## config.mk

```make
export PLATFORM = sky130hd
export DESIGN_NAME = mcu_interrupt_logic
export DESIGN_NICKNAME = d
export VERILOG_FILES = /design/src/design/int_event_sense.v /design/src/design/mcu_interrupt_logic.v
export VERILOG_INCLUDE_DIRS = /design/src /design/src/pkg
export SDC_FILE = /design/constraint.sdc
export NUM_CORES = 1
export LEC_CHECK = 0
export ABC_AREA = 1
export BUFFER_PORTS_ARGS = -buffer_cell sky130_fd_sc_hd__buf_2
export CAP_MARGIN = 0
export CORE_AREA = 2 2 79 81
export CTS_CLUSTER_SIZE = 16
export DETAILED_ROUTE_END_ITERATION = 16
export DIE_AREA = 0 0 81 83
export PLACE_DENSITY = 0.79
export RECOVER_POWER = 100
export SYNTH_ARGS = -nofsm -noshare
export SYNTH_HDL_FRONTEND = slang
export SYNTH_SLANG_ARGS = --single-unit
```

## constraint.sdc

```tcl
create_clock -name clock -period 1.81 [get_ports clock]
set_clock_uncertainty 0.15 [all_clocks]
set_input_delay 0.362 -clock clock [delete_from_list [all_inputs] [get_ports clock]]
set_output_delay 0.362 -clock clock [all_outputs]
set_load 0.1 [all_outputs]
```

## src/pkg/mcu_int_regs.vh

```
// Purpose: Register map, field positions and reset values of the interrupt logic
// Assumes: 32-bit Wishbone data, one aligned word per register, data in bits 7:0
// Notes: Definitions only
`ifndef MCU_INT_REGS_VH
`define MCU_INT_REGS_VH

// ****************************************
// Word offsets (byte address = 4 x index)
// ****************************************
`define ADR_INT_CTRL 3'h0
`define ADR_PERIPH_FLAG 3'h1
`define ADR_PERIPH_EN 3'h2
`define ADR_OPTION 3'h3
`define ADR_STATUS 3'h4

// ****************************************
// Interrupt control register fields
// ****************************************
`define BIT_GLOBAL_EN 7
`define BIT_PERIPH_GROUP_EN 6
`define BIT_TIMER0_EN 5
`define BIT_EXT_EN 4
`define BIT_PORT_CHG_EN 3
`define BIT_TIMER0_FLAG 2
`define BIT_EXT_FLAG 1
`define BIT_PORT_CHG_FLAG 0

// ****************************************
// Peripheral flag and enable fields
// ****************************************
`define BIT_ADC_DONE 0
`define BIT_TIMER1_OVF 1
`define BIT_TIMER2_MATCH 2
`define BIT_CAPCMP 3
`define BIT_SERIAL 4
`define BIT_DISPLAY 5
`define PERIPH_WIDTH 6

// ****************************************
// Option and status fields
// ****************************************
`define BIT_EDGE_SELECT 6
`define BIT_STAT_REQUEST 0
`define BIT_STAT_SLEEPING 1
`define BIT_STAT_WAKE_COND 2
`define BIT_STAT_IN_SERVICE 3
`define BIT_STAT_SLEEP_SKIPPED 4

// ****************************************
// Reset values and vector
// ****************************************
`define RST_INT_CTRL 8'h00
`define RST_PERIPH 6'h00
`define RST_EDGE_SELECT 1'b1
`define VECTOR_ADDR 13'h0004

`endif

```

## src/design/int_event_sense.v

```verilog
// Purpose: Edge detection on the external pin and change detection on the sense pins
// Assumes: Pins synchronous to clock
// Notes: Pulses are combinational, one cycle wide
`timescale 1ns/10ps

module int_event_sense (
	input wire clock,
	input wire rst,
	input wire extIntPin,
	input wire [3:0] changeSensePins,
	input wire extEdgeSelect,
	output wire extEdge,
	output wire portChange
);

	reg extPrev_ff;
	reg [3:0] sensePrev_ff;
	reg primed_ff;

	// ****************************************
	// Previous samples
	// ****************************************
	// First cycle after reset only captures, so reset values fake no event
	always @(posedge clock) begin
		if (rst) begin
			extPrev_ff <= 1'b0;
			sensePrev_ff <= 4'h0;
			primed_ff <= 1'b0;
		end else begin
			extPrev_ff <= extIntPin;
			sensePrev_ff <= changeSensePins;
			primed_ff <= 1'b1;
		end
	end

	assign extEdge = primed_ff & (extEdgeSelect ? (extIntPin & ~extPrev_ff)
		: (~extIntPin & extPrev_ff));
	assign portChange = primed_ff & (|(changeSensePins ^ sensePrev_ff));

endmodule

```

## src/design/mcu_interrupt_logic.v

```verilog
// Purpose: Interrupt gathering, vectoring and sleep wake-up of an 8-bit core
// Assumes: One clock per instruction cycle; core obeys coreHold, pushEn and pcLoad
// Notes: Registers on classic Wishbone, 32-bit words, data in bits 7:0
//
// The implementer's own choices: register access over Wishbone and the placing of the registers.
`timescale 1ns/10ps
`include "mcu_int_regs.vh"

module mcu_interrupt_logic #(
	parameter PC_WIDTH = 13
) (
	input wire clock,
	input wire rst,
	input wire wb_cyc_i,
	input wire wb_stb_i,
	input wire wb_we_i,
	input wire [4:2] wb_adr_i,
	input wire [3:0] wb_sel_i,
	input wire [31:0] wb_dat_i,
	output reg [31:0] wb_dat_o,
	output reg wb_ack_o,
	input wire extIntPin,
	input wire [3:0] changeSensePins,
	input wire timer0Overflow,
	input wire adcDone,
	input wire timer1Overflow,
	input wire timer2Match,
	input wire capCmpEvent,
	input wire serialEvent,
	input wire displayEvent,
	input wire instrBoundary,
	input wire [PC_WIDTH-1:0] returnPc,
	input wire returnFromIsr,
	input wire sleepEnter,
	output wire intRequest,
	output wire coreHold,
	output wire pushEn,
	output reg [PC_WIDTH-1:0] pushAddr,
	output wire pcLoad,
	output wire [PC_WIDTH-1:0] pcLoadAddr,
	output reg sleeping,
	output reg wakeUp
);

	localparam ST_RUN = 2'd0;
	localparam ST_HOLD = 2'd1;
	localparam ST_VECTOR = 2'd2;
	localparam ST_WAKE = 2'd3;

	reg [7:0] intCtrl_ff;
	reg [7:0] nxt_intCtrl;
	reg [5:0] periphFlag_ff;
	reg [5:0] nxt_periphFlag;
	reg [5:0] periphEn_ff;
	reg edgeSelect_ff;
	reg [1:0] state_ff;
	reg [1:0] nxt_state;
	reg nxt_sleeping;
	reg nxt_wakeUp;
	reg inService_ff;
	reg sleepSkipped_ff;
	reg nxt_sleepSkipped;
	reg [7:0] readByte;

	wire extEdge;
	wire portChange;
	wire wbReq;
	wire wbWrite;
	wire [5:0] periphEvents;
	wire directHit;
	wire periphHit;
	wire wakeCond;

	// ****************************************
	// Helpers
	// ****************************************
	// Any flag with its enable also set
	function pairHit;
		input [5:0] flags;
		input [5:0] enables;
		begin
			pairHit = |(flags & enables);
		end
	endfunction

	// ****************************************
	// Event sensing
	// ****************************************
	int_event_sense u_sense (
		.clock(clock),
		.rst(rst),
		.extIntPin(extIntPin),
		.changeSensePins(changeSensePins),
		.extEdgeSelect(edgeSelect_ff),
		.extEdge(extEdge),
		.portChange(portChange)
	);

	assign periphEvents = {displayEvent, serialEvent, capCmpEvent,
		timer2Match, timer1Overflow, adcDone};

	// ****************************************
	// Request gathering
	// ****************************************
	assign directHit = pairHit({3'b000, intCtrl_ff[`BIT_TIMER0_FLAG],
		intCtrl_ff[`BIT_EXT_FLAG], intCtrl_ff[`BIT_PORT_CHG_FLAG]},
		{3'b000, intCtrl_ff[`BIT_TIMER0_EN], intCtrl_ff[`BIT_EXT_EN],
		intCtrl_ff[`BIT_PORT_CHG_EN]});
	assign periphHit = intCtrl_ff[`BIT_PERIPH_GROUP_EN]
		& pairHit(periphFlag_ff, periphEn_ff);
	assign wakeCond = directHit | periphHit;
	assign intRequest = intCtrl_ff[`BIT_GLOBAL_EN] & wakeCond;

	// ****************************************
	// Wishbone slave
	// ****************************************
	assign wbReq = wb_cyc_i & wb_stb_i & ~wb_ack_o;
	assign wbWrite = wbReq & wb_we_i & wb_sel_i[0];

	always @* begin
		case (wb_adr_i)
			`ADR_INT_CTRL: begin
				readByte = intCtrl_ff;
			end
			`ADR_PERIPH_FLAG: begin
				readByte = {2'b00, periphFlag_ff};
			end
			`ADR_PERIPH_EN: begin
				readByte = {2'b00, periphEn_ff};
			end
			`ADR_OPTION: begin
				readByte = {1'b0, edgeSelect_ff, 6'b000000};
			end
			`ADR_STATUS: begin
				readByte = {3'b000, sleepSkipped_ff, inService_ff, wakeCond,
					sleeping, intRequest};
			end
			default: begin
				readByte = 8'h00;
			end
		endcase
	end

	// One wait state; unmapped words read zero and ignore writes
	always @(posedge clock) begin
		if (rst) begin
			wb_ack_o <= 1'b0;
			wb_dat_o <= 32'h00000000;
		end else begin
			wb_ack_o <= wbReq;
			if (wbReq) begin
				wb_dat_o <= {24'h000000, readByte};
			end
		end
	end

	// ****************************************
	// Control register update
	// ****************************************
	// Hardware set wins over a software clear in the same cycle
	always @* begin
		nxt_intCtrl = intCtrl_ff;
		if (wbWrite && wb_adr_i == `ADR_INT_CTRL) begin
			nxt_intCtrl = wb_dat_i[7:0];
		end
		if (returnFromIsr) begin
			nxt_intCtrl[`BIT_GLOBAL_EN] = 1'b1;
		end
		if (state_ff == ST_VECTOR) begin
			nxt_intCtrl[`BIT_GLOBAL_EN] = 1'b0;
		end
		nxt_intCtrl[`BIT_EXT_FLAG] = nxt_intCtrl[`BIT_EXT_FLAG] | extEdge;
		nxt_intCtrl[`BIT_TIMER0_FLAG] = nxt_intCtrl[`BIT_TIMER0_FLAG]
			| timer0Overflow;
		nxt_intCtrl[`BIT_PORT_CHG_FLAG] = nxt_intCtrl[`BIT_PORT_CHG_FLAG]
			| portChange;
	end

	always @* begin
		nxt_periphFlag = periphFlag_ff;
		if (wbWrite && wb_adr_i == `ADR_PERIPH_FLAG) begin
			nxt_periphFlag = wb_dat_i[5:0];
		end
		nxt_periphFlag = nxt_periphFlag | periphEvents;
	end

	// Flags stay set until software clears them; no hardware clear exists
	always @(posedge clock) begin
		if (rst) begin
			intCtrl_ff <= `RST_INT_CTRL;
			periphFlag_ff <= `RST_PERIPH;
			periphEn_ff <= `RST_PERIPH;
			edgeSelect_ff <= `RST_EDGE_SELECT;
		end else begin
			intCtrl_ff <= nxt_intCtrl;
			periphFlag_ff <= nxt_periphFlag;
			if (wbWrite && wb_adr_i == `ADR_PERIPH_EN) begin
				periphEn_ff <= wb_dat_i[5:0];
			end
			if (wbWrite && wb_adr_i == `ADR_OPTION) begin
				edgeSelect_ff <= wb_dat_i[`BIT_EDGE_SELECT];
			end
		end
	end

	// ****************************************
	// Vectoring and sleep sequencer
	// ****************************************
	// While awake, hold is entered the cycle after the flag sets, whatever the instruction
	// length, so latency from pin to vector stays fixed; a wake from sleep first waits for instrBoundary
	always @* begin
		nxt_state = state_ff;
		nxt_sleeping = sleeping;
		nxt_wakeUp = 1'b0;
		nxt_sleepSkipped = sleepSkipped_ff;
		case (state_ff)
			ST_RUN: begin
				if (sleeping) begin
					if (wakeCond) begin
						nxt_sleeping = 1'b0;
						nxt_wakeUp = 1'b1;
						if (intCtrl_ff[`BIT_GLOBAL_EN]) begin
							nxt_state = ST_WAKE;
						end
					end
				end else if (intRequest) begin
					nxt_state = ST_HOLD;
				end else if (sleepEnter) begin
					// Pending enabled source turns the sleep into a no-op
					if (wakeCond) begin
						nxt_sleepSkipped = 1'b1;
					end else begin
						nxt_sleeping = 1'b1;
						nxt_sleepSkipped = 1'b0;
					end
				end
			end
			ST_HOLD: begin
				nxt_state = ST_VECTOR;
			end
			ST_VECTOR: begin
				nxt_state = ST_RUN;
			end
			ST_WAKE: begin
				// Instruction after the sleep runs before the vector
				if (instrBoundary) begin
					nxt_state = intRequest ? ST_HOLD : ST_RUN;
				end
			end
			default: begin
				nxt_state = ST_RUN;
			end
		endcase
	end

	always @(posedge clock) begin
		if (rst) begin
			state_ff <= ST_RUN;
			sleeping <= 1'b0;
			wakeUp <= 1'b0;
			sleepSkipped_ff <= 1'b0;
			inService_ff <= 1'b0;
			pushAddr <= {PC_WIDTH{1'b0}};
		end else begin
			state_ff <= nxt_state;
			sleeping <= nxt_sleeping;
			wakeUp <= nxt_wakeUp;
			sleepSkipped_ff <= nxt_sleepSkipped;
			if (state_ff == ST_HOLD) begin
				pushAddr <= returnPc;
			end
			if (state_ff == ST_VECTOR) begin
				inService_ff <= 1'b1;
			end else if (returnFromIsr) begin
				inService_ff <= 1'b0;
			end
		end
	end

	// ****************************************
	// Core handshake
	// ****************************************
	assign coreHold = (state_ff == ST_HOLD);
	assign pushEn = (state_ff == ST_VECTOR);
	assign pcLoad = (state_ff == ST_VECTOR);
	assign pcLoadAddr = `VECTOR_ADDR;

endmodule

```

# Word level (Yosys, flattened, before mapping)
# Index checks and enable logic that the tools add are counted.
# word_totals
ff_bits,55
latchBits,0
mem_bits_rw,0
romBits,0
output_inout_bits,65
word_cells,87
mem_count,0
# classes
add_sub_neg,0
multipliers,0
div_mod_pow,0
n_lt_le_gt_ge,0
n_eq_ne,11
n_shift,0
muxes,20
bitwise,24
reduce_logical,15
# op_table
operator,n
case mux 8 bit (5 select lines),1
OR reduction 6 bit,2
2-to-1 mux 1 bit,11
AND 1 bit,10
2-to-1 mux 2 bit,5
inequality test 3 bit (second input constant),3
2-to-1 mux 8 bit,1
case mux 2 bit (4 select lines),1
AND reduction 4 bit,2
AND 6 bit,1
== test 3 x 2 -> 1 bit (second input constant),2
2-to-1 mux 6 bit,1
NOT 1 bit,6
bitwise OR 6 bit,1
== test 2 bit (second input constant),2
logical AND 1 bit,4
bitwise OR 1 bit,4
nonzero test 2 bit,2
OR reduction 4 bit,1
XOR 4 bit,1
AND 3 bit,1
== test 3 x 1 -> 1 bit (second input constant),1
== test 3 bit (second input constant),1
logical NOT 3 bit,1
5 further kinds,5

# Logic depth before layout (Yosys ltp)
# Gate-level depths: netlist of the first run.
# depth
ltp_word,8
ltp_mapped,10

# Modules after synthesis
# A second synthesis of the first run with hierarchy kept.
# unflattened
hier_cells,378
area_unflattened_um2,2675.1
# by_module_without_submodules
module,n_inst,cells_per_inst,area_per_inst_um2,seq_area_each_um2
mcu_interrupt_logic,1,338,2408.6,980.9
int_event_sense,1,40,266.5,120.1

# Worst setup path after synthesis of the first run
# Ideal clock, no wire load.
# synth_timing
path_kind,flip-flop to flip-flop
from,register periphFlag_ff[3]
to,register state_ff[0]
setup_ps,70
arrival_ps,2520
required_ps,1590
setup_slack_ps,-931
path_stages_with_launch,9
synth_period_minus_slack_ps,2741
cell_sequence,dfxtp_1 nand2_1 nand2_1 nor2_1 nand2_1 nand2_1 a21oi_1 o21ai_0 a21oi_1
# synth_between
elab_chain_len,8
# synth_lines
element,line_no,text
from (decl),mcu_interrupt_logic.v:52,reg [5:0] periphFlag_ff;
from (signal assigned),mcu_interrupt_logic.v:191,periphFlag_ff <= `RST_PERIPH;
from (signal assigned),mcu_interrupt_logic.v:196,periphFlag_ff <= nxt_periphFlag;
AND 6 bit (*),mcu_interrupt_logic.v:82,pairHit = |(flags & enables);
OR reduction 6 bit (*),mcu_interrupt_logic.v:82,
AND 1 bit (*),mcu_interrupt_logic.v:109,assign periphHit = intCtrl_ff[`BIT_PERIPH_GROUP_EN]
bitwise OR 1 bit (*),mcu_interrupt_logic.v:111,assign wakeCond = directHit | periphHit;
AND 1 bit (*),mcu_interrupt_logic.v:112,assign intRequest = intCtrl_ff[`BIT_GLOBAL_EN] & wakeCond;
named net intRequest,mcu_interrupt_logic.v:35,"output wire intRequest,"
2-to-1 mux 1 bit,mcu_interrupt_logic.v:247,nxt_state = intRequest ? ST_HOLD : ST_RUN;
2-to-1 mux 2 bit,mcu_interrupt_logic.v:246,if (instrBoundary) begin
case mux 2 bit (4 select lines),mcu_interrupt_logic.v:216,case (state_ff)
to (signal assigned),mcu_interrupt_logic.v:265,state_ff <= nxt_state;
to (decl),mcu_interrupt_logic.v:56,reg [1:0] state_ff;
# The timed path passes the listed nets; every way through them passes the cells marked *. The select of a mux whose other input is x is not followed.
# A chain may end at the register's enable or synchronous reset.

# Worst setup path after layout of the first run
# layout_timing
from,register periphFlag_ff[5]
to,output intRequest
# layout_between
elab_chain_len,5
# layout_lines
element,line_no
AND 6 bit,mcu_interrupt_logic.v:82
OR reduction 6 bit,mcu_interrupt_logic.v:82
AND 1 bit,mcu_interrupt_logic.v:109
bitwise OR 1 bit,mcu_interrupt_logic.v:111
AND 1 bit,mcu_interrupt_logic.v:112
to (decl),mcu_interrupt_logic.v:35
# Every way passes these cells.

==> results_dict.tcl, run 1 <==
set metrics [dict create \
    crit_required_ps 1300 \
    gp_congestion 0.880 \
    cts_root_buf "clkbuf_8" \
    async_flop_share 0 \
    numPortBuffers 72 \
    yosysSeqAreaShare 0.427 \
    cts.sinks 55 \
    setup_ws_ps -71.8 \
    num_io_pins 137 \
    startpoint_type "flop" \
    use_met2 0.324 \
    hold_viol 0 \
    wl_um 5960 \
    ir_worst_vdd_uv 406 \
    syn_area_per_cell_um2 7.16 \
    synth.top_cells.by_area "dfxtp_1 (43%), nand2_1 (11%), buf_4 (11%)" \
    grt_max_degree 32 \
    clk_path_buf_depth 2 \
    slowest_stage "dfxtp_2" \
    cts_buffers 5 \
    fmax_mhz 531 \
    die-area_mm2 0.00672 \
    antenna_cells 0 \
    grt_usage 0.186 \
    fin_crit_ps 1880 \
    power.leakage_uw 0.00158 \
    antenna_left 0 \
    nets 511 \
    outcome "complete, but fails checks" \
    nFillCells 580 \
    p_per_area_mw_per_mm2 824 \
    slew_viol_final 0 \
    drt_iter0_markers 157 \
    synth_edf_count 0 \
    hold-worst-slack_ps 117 \
    area_delta_synth_final_pct 21.3 \
    ys_types 27 \
    rsz0062_at_grt "yes" \
    synth_seq_cells 55 \
    vias 2418 \
    clk_latency_ps 310 \
    start_util 0.443 \
    synth_top_area_frac 0.427 \
    grt-busiest-layer "met2" \
    tightest_slew_ps 1070 \
    crit_fanout 3 \
    dieWidth_um 81 \
    synth.most_common_cell "nand2_1" \
    cts_tree "done" \
    met3_usage 0.0478 \
    row_count 28 \
    grt.overflow.total 0 \
    post-route-period-util 1.04 \
    first_pass_iters 4 \
    final_core_util 0.538 \
    finalSetupViolations 1 \
    antenna_found_initial 0 \
    cp_slowest_stage_delay_ps 360 \
    hold_path_class "in -> reg" \
    cp-end-kind "output pin" \
    viasPerCell 4.70 \
    grt_pass1_vias 2290 \
    place_hpwl_um 4420 \
    ys_top_cells_by_count "nand2_1 (78), nor2_1 (59), dfxtp_1 (55), buf_4 (38), o21ai_0 (29)" \
    setup.worst_path.class "reg -> out" \
    coreArea_mm2 0.00582 \
    post_drt_wl_per_cell_um 11.6 \
    crit_arrival_ps 1370 \
    cp_num_buf_inv 2 \
    yosys_warnings 0 \
    crit_path_cell_trace "nand2_1 -> nand2_1 -> inv_1 -> nand2_1 -> nand2_2 -> a21oi_4 -> buf_12" \
    cap_viol_max_count 0 \
    use_met1 0.220 \
    failed_checks "negative setup slack" \
    drcViolationCount 0 \
    yosysTopAreaCell "dfxtp_1" \
    netlist_area_mm2 0.00258 \
    die_y_um 83 \
    grt_pass1_wl_um 9940 \
    cts_max_level 2 \
    slew_headroom 0.287 \
    synth-main-ff-cell "dfxtp_1" \
    drive_above_1_share 0.268 \
    clk_pin_slew_worst_paths_ps 100 \
    cpLargestDelayFamily "flip-flops" \
    crit_top_cell "nand2_1" \
    syn_inst 360 \
]
worst reg2reg max path, cell delays in order (launching register included):
cell      delay [ps]
dfxtp_1          320
nor2_1           140
nand3_1          140
inv_1            180
nand2_4          100
inv_1            280
nand2_1           90
o211ai_1          90
nand3_1          100
inv_1             70
final timing paths:
kind	startpoint	to	slack, ps	depth (start not counted)
worst max-delay path	periphFlag_ff[5]	intRequest	-70	7
worst min-delay path	returnPc[6]	pushAddr[6]	120	3
worst max register to register	wb_ack_o	intCtrl_ff[7]	100	9
worst min register to register	wb_dat_o[6]	wb_dat_o[6]	320	2
kinds of logic (layout without fill, tap and decap cells):
group                  Yosys count  in the layout  share of synthesized area
buffers and inverters           78            123                      0.172
AO/OA/AOI/OAI                   62             62                      0.125
flip-flops                      55             55                      0.427
AND/OR/NAND/NOR                159            159                      0.259
XOR/XNOR                         4              4                     0.0136
other                            2             37                    0.00291
final cells by class:
type / instances / area, um2 / area share
clock buffer: 7 / 96.3 / 0.0308
timing repair buffer: 84 / 507 / 0.162
multi-input combinational: 262 / 1190 / 0.380
inverter: 31 / 118 / 0.0376
clock inverter: 1 / 7.51 / 0.00240
sequential: 55 / 1120 / 0.357
tap: 75 / 93.8 / 0.0300
where the power goes:
| part | internal (uW) | switching, uW |
|---|---|---|
| registers | 1240 | 24.5 |
| clock network | 348 | 391 |
| logic | 83.0 | 486 |
| total | 1680 | 901 |
layout by cell type (no fill, tap or decap):
master       n
xor2_1       1
clkbuf_1     2
dfxtp_2     13
o221ai_1     1
conb_1      37
buf_12       4
buf_2       67
clkbuf_2     1
a21oi_4      1
inv_2        2
clkinvlp_4   1
nand2_1     77
clkinv_2     1
a21oi_1     26
nand3_1     10
nor3_1       1
nor2_2       1
dfxtp_1     42
a21oi_2      1
buf_6        1
nor3_4       2
nor2_1      58
o21ai_0     29
o211ai_1     1
clkbuf_8     7
a31oi_1      2
nand2_4      1
nand2_2      4
o311ai_0     1
buf_4        9
nand4_1      3
inv_1       28
xnor2_1      3
nor2_4       2
repair_timing:
item | CTS | global route
gates resized for setup | 13 | 3
gates cloned | 0 | 0
setup endpoints to repair | 1 | 4
buffers inserted | 2 | 6
pin swaps | 5 | 6
hold buffers | 0 | 0
per-layer routing:
layer | routed length, um | up-vias
met4 | 106 | 0
met2 | 3000 | 107
met5 | 0 | -
met3 | 472 | 10
met1 | 2380 | 1083
li1 | - | 1218
registers in the layout, indices dropped and copies added, names as in the netlist:
signal / count
pushAddr: 13
intCtrl_ff: 8
wb_dat_o: 8
periphEn_ff: 6
periphFlag_ff: 6
u_sense.sensePrev_ff: 4
state_ff: 2
edgeSelect_ff: 1
inService_ff: 1
sleepSkipped_ff: 1
sleeping: 1
u_sense.extPrev_ff: 1
u_sense.primed_ff: 1
wakeUp: 1
wb_ack_o: 1
through the flow:
stage | area, um2 | setup WS (ps) | total power [uW] | setup TNS (ps) | std cells
floorplan | 2730 | 36.6 | 1830 | 0 | 395
global placement | 2950 | 190 | 1850 | 0 | 499
finish | 3130 | -71.8 | 2580 | -71.8 | 515
global route | 3130 | -162 | 2690 | -213 | 515
detailed placement | 2950 | 148 | 1860 | 0 | 499
CTS | 3090 | -121 | 2600 | -121 | 509
Power figures use the tool's default switching activity.
==> run 2: changes to the inputs <==
--- a/config.mk
+++ b/config.mk
@@ -9,12 +9,13 @@
 export ABC_AREA = 1
 export BUFFER_PORTS_ARGS = -buffer_cell sky130_fd_sc_hd__buf_2
 export CAP_MARGIN = 0
-export CORE_AREA = 2 2 79 81
+export CORE_AREA = 2 2 81 83
 export CTS_CLUSTER_SIZE = 16
 export DETAILED_ROUTE_END_ITERATION = 16
-export DIE_AREA = 0 0 81 83
-export PLACE_DENSITY = 0.79
+export DIE_AREA = 0 0 83 85
+export PLACE_DENSITY = 0.77
 export RECOVER_POWER = 100
 export SYNTH_ARGS = -nofsm -noshare
 export SYNTH_HDL_FRONTEND = slang
+export SYNTH_HIERARCHICAL = 1
 export SYNTH_SLANG_ARGS = --single-unit
==> results_dict.tcl, run 2 <==
set metrics [dict create \
    hold_viol 0 \
    crit_arrival_ps 1350 \
    reg2reg_from "wb_ack_o" \
    power.leakage_uw 0.00167 \
    nFillCells 613 \
    hold-worst-slack_ps 97.6 \
    synth_seq_cells 55 \
    grt_pass1_wl_um 9810 \
    coreArea_mm2 0.00620 \
    hold_path_end "periphFlag_ff[3]" \
    cts_root_buf "clkbuf_8" \
    yosys_warnings 6 \
    start_util 0.431 \
    first_pass_iters 4 \
    die_y_um 85 \
    grt_pass1_vias 2278 \
    viasPerCell 4.47 \
    grt.overflow.total 0 \
    area_delta_synth_final_pct 19.8 \
    row_count 29 \
    nets 538 \
    antenna_left 0 \
    num_io_pins 137 \
    p_total_uw 2570 \
    hold_path_class "in -> reg" \
    wl_um 5830 \
    fin_crit_ps 1870 \
    crit_path_cell_trace "nand2_1 -> nand2_1 -> nor2_1 -> nand2_1 -> nand2_1 -> nand2_2 -> inv_2 -> nor2_4 -> buf_12" \
    antenna_cells 0 \
    slowest_stage "dfxtp_2" \
    syn_inst 378 \
    clk_path_buf_depth 2 \
    async_flop_share 0 \
    syn_area_per_cell_um2 7.08 \
    rsz0062_at_grt "yes" \
    dieWidth_um 83 \
    yosysTopAreaCell "dfxtp_1" \
    outcome "complete, but fails checks" \
    numPortBuffers 72 \
    synth_top_area_frac 0.412 \
    crit_required_ps 1300 \
    fmax_mhz 536 \
    cts_max_level 2 \
    clk_pin_slew_worst_paths_ps 110 \
    synth-main-ff-cell "dfxtp_1" \
    antenna_found_initial 0 \
    p_per_area_mw_per_mm2 801 \
    gp_congestion 0.868 \
    setup.worst_path.class "reg -> out" \
    crit_top_cell "nand2_1" \
    multi_input_area_mm2 0.00118 \
    grt_usage 0.166 \
    layout_common_cells "nand2_1 (95), nor2_1 (53), buf_2 (44), dfxtp_1 (43), inv_1 (42)" \
    r2r-end "intCtrl_ff[7]" \
    top_register "pushAddr" \
    final_core_util 0.516 \
    setup_ws_ps -55.5 \
    cts.sinks 55 \
    die-area_mm2 0.00706 \
    cts_buffers 5 \
    holdPathStages 3 \
    place_hpwl_um 4370 \
    synth_edf_count 0 \
    startpoint_type "flop" \
    placed_cell_area_mm2 0.00304 \
    cp-end-kind "output pin" \
    grt_max_degree 29 \
    largest_register_ffs 13 \
    drcViolationCount 0 \
    yosysSeqAreaShare 0.412 \
    crit_fanout 2 \
    slew_headroom 0.165 \
    post_drt_wl_per_cell_um 10.7 \
    reg2reg_depth 8 \
    ir_worst_vdd_uv 633 \
    slew_viol_final 0 \
    failed_checks "negative setup slack" \
    clk_latency_ps 320 \
    cap_viol_max_count 0 \
    drt_iter0_markers 104 \
    final_common_cell "nand2_1" \
    min_from "capCmpEvent" \
    top_regs "pushAddr (13), intCtrl_ff (8), wb_dat_o (8)" \
    cp_slowest_stage_delay_ps 350 \
    final_cell_area_mm2 0.00320 \
    netlist_area_mm2 0.00268 \
    ys_top_cells_by_count "nand2_1 (94), dfxtp_1 (55), nor2_1 (54), inv_1 (42), buf_4 (38)" \
    final-seq-area_mm2 0.00112 \
    synth.top_cells.by_area "dfxtp_1 (41%), nand2_1 (13%), buf_4 (11%)" \
    ys_types 31 \
    synth.most_common_cell "nand2_1" \
    r2r_slack_ps 210 \
    post-route-period-util 1.03 \
    drive_above_1_share 0.259 \
    vias 2430 \
    tightest_slew_ps 1250 \
    cts_tree "done" \
    finalSetupViolations 1 \
]
[run 2: report_power, final]
| part | total, uW | internal, uW | switching (uW) |
|---|---|---|---|
| sequential | 1270 | 1250 | 21.8 |
| combinational | 588 | 91.2 | 497 |
| clock | 711 | 286 | 425 |
| total | 2570 | 1620 | 944 |
[run 2: repair_timing]
item                                    in CTS  in global routing
gates resized for setup                     16                  3
hold buffers                                 0                  0
gates cloned                                 0                  0
hold endpoints to repair                     0                  0
endpoints found under the setup margin       3                  2
setup buffers                                6                  6
pin swaps                                    5                  5
[run 2: routing by layer]
layer	wire length, um	track usage
met4	31	0.0402
met3	409	0.0457
met5	0	0
met1	2640	0.201
met2	2740	0.293
[run 2: logic make-up (layout without fill, tap and decap cells)]
group | Yosys count | after routing | synth area share
AOI/OAI and AO/OA | 63 | 63 | 0.137
and+or+nand+nor | 166 | 166 | 0.260
buffers and inverters | 92 | 146 | 0.189
other | 2 | 37 | 0.00281
DFF | 55 | 55 | 0.412
[run 2: worst max path at each step]
stage / startpoint / endpoint / slack, ps / cells past startpoint
6_report: periphFlag_ff[3] / intRequest / -60 / 9
5_1_grt: periphEn_ff[5] / intRequest / -130 / 9
4_1_cts: periphFlag_ff[1] / intRequest / -100 / 9
3_5_place_dp: wb_cyc_i / periphFlag_ff[5] / 100 / 10
3_3_place_gp: wb_cyc_i / periphFlag_ff[5] / 120 / 10
2_1_floorplan: state_ff[1] / pushEn / -9 / 3
[run 2: area by class of cell]
| class | instances | area share |
|---|---|---|
| clock buffers | 5 | 0.0215 |
| flip-flops and latches | 55 | 0.348 |
| well taps | 77 | 0.0301 |
| inverters | 46 | 0.0551 |
| multi-input cells | 266 | 0.369 |
| repair buffers | 92 | 0.168 |
| clock inverters | 3 | 0.00820 |
[run 2: critical path: cells and delay by family (launching register included)]
family	cells	cell delay (ps)
AND/OR/NAND/NOR	7	450
buffers and inverters	2	230
flip-flops	1	350
[run 2: through the flow]
stage                     setup slack (ps)  TNS [ps]  cells
after floorplan                      -9.44     -9.44    413
after global placement                 117         0    524
after detailed placement               102         0    524
after CTS                             -104      -104    538
after global routing                  -131      -238    544
final                                -55.5     -55.5    544
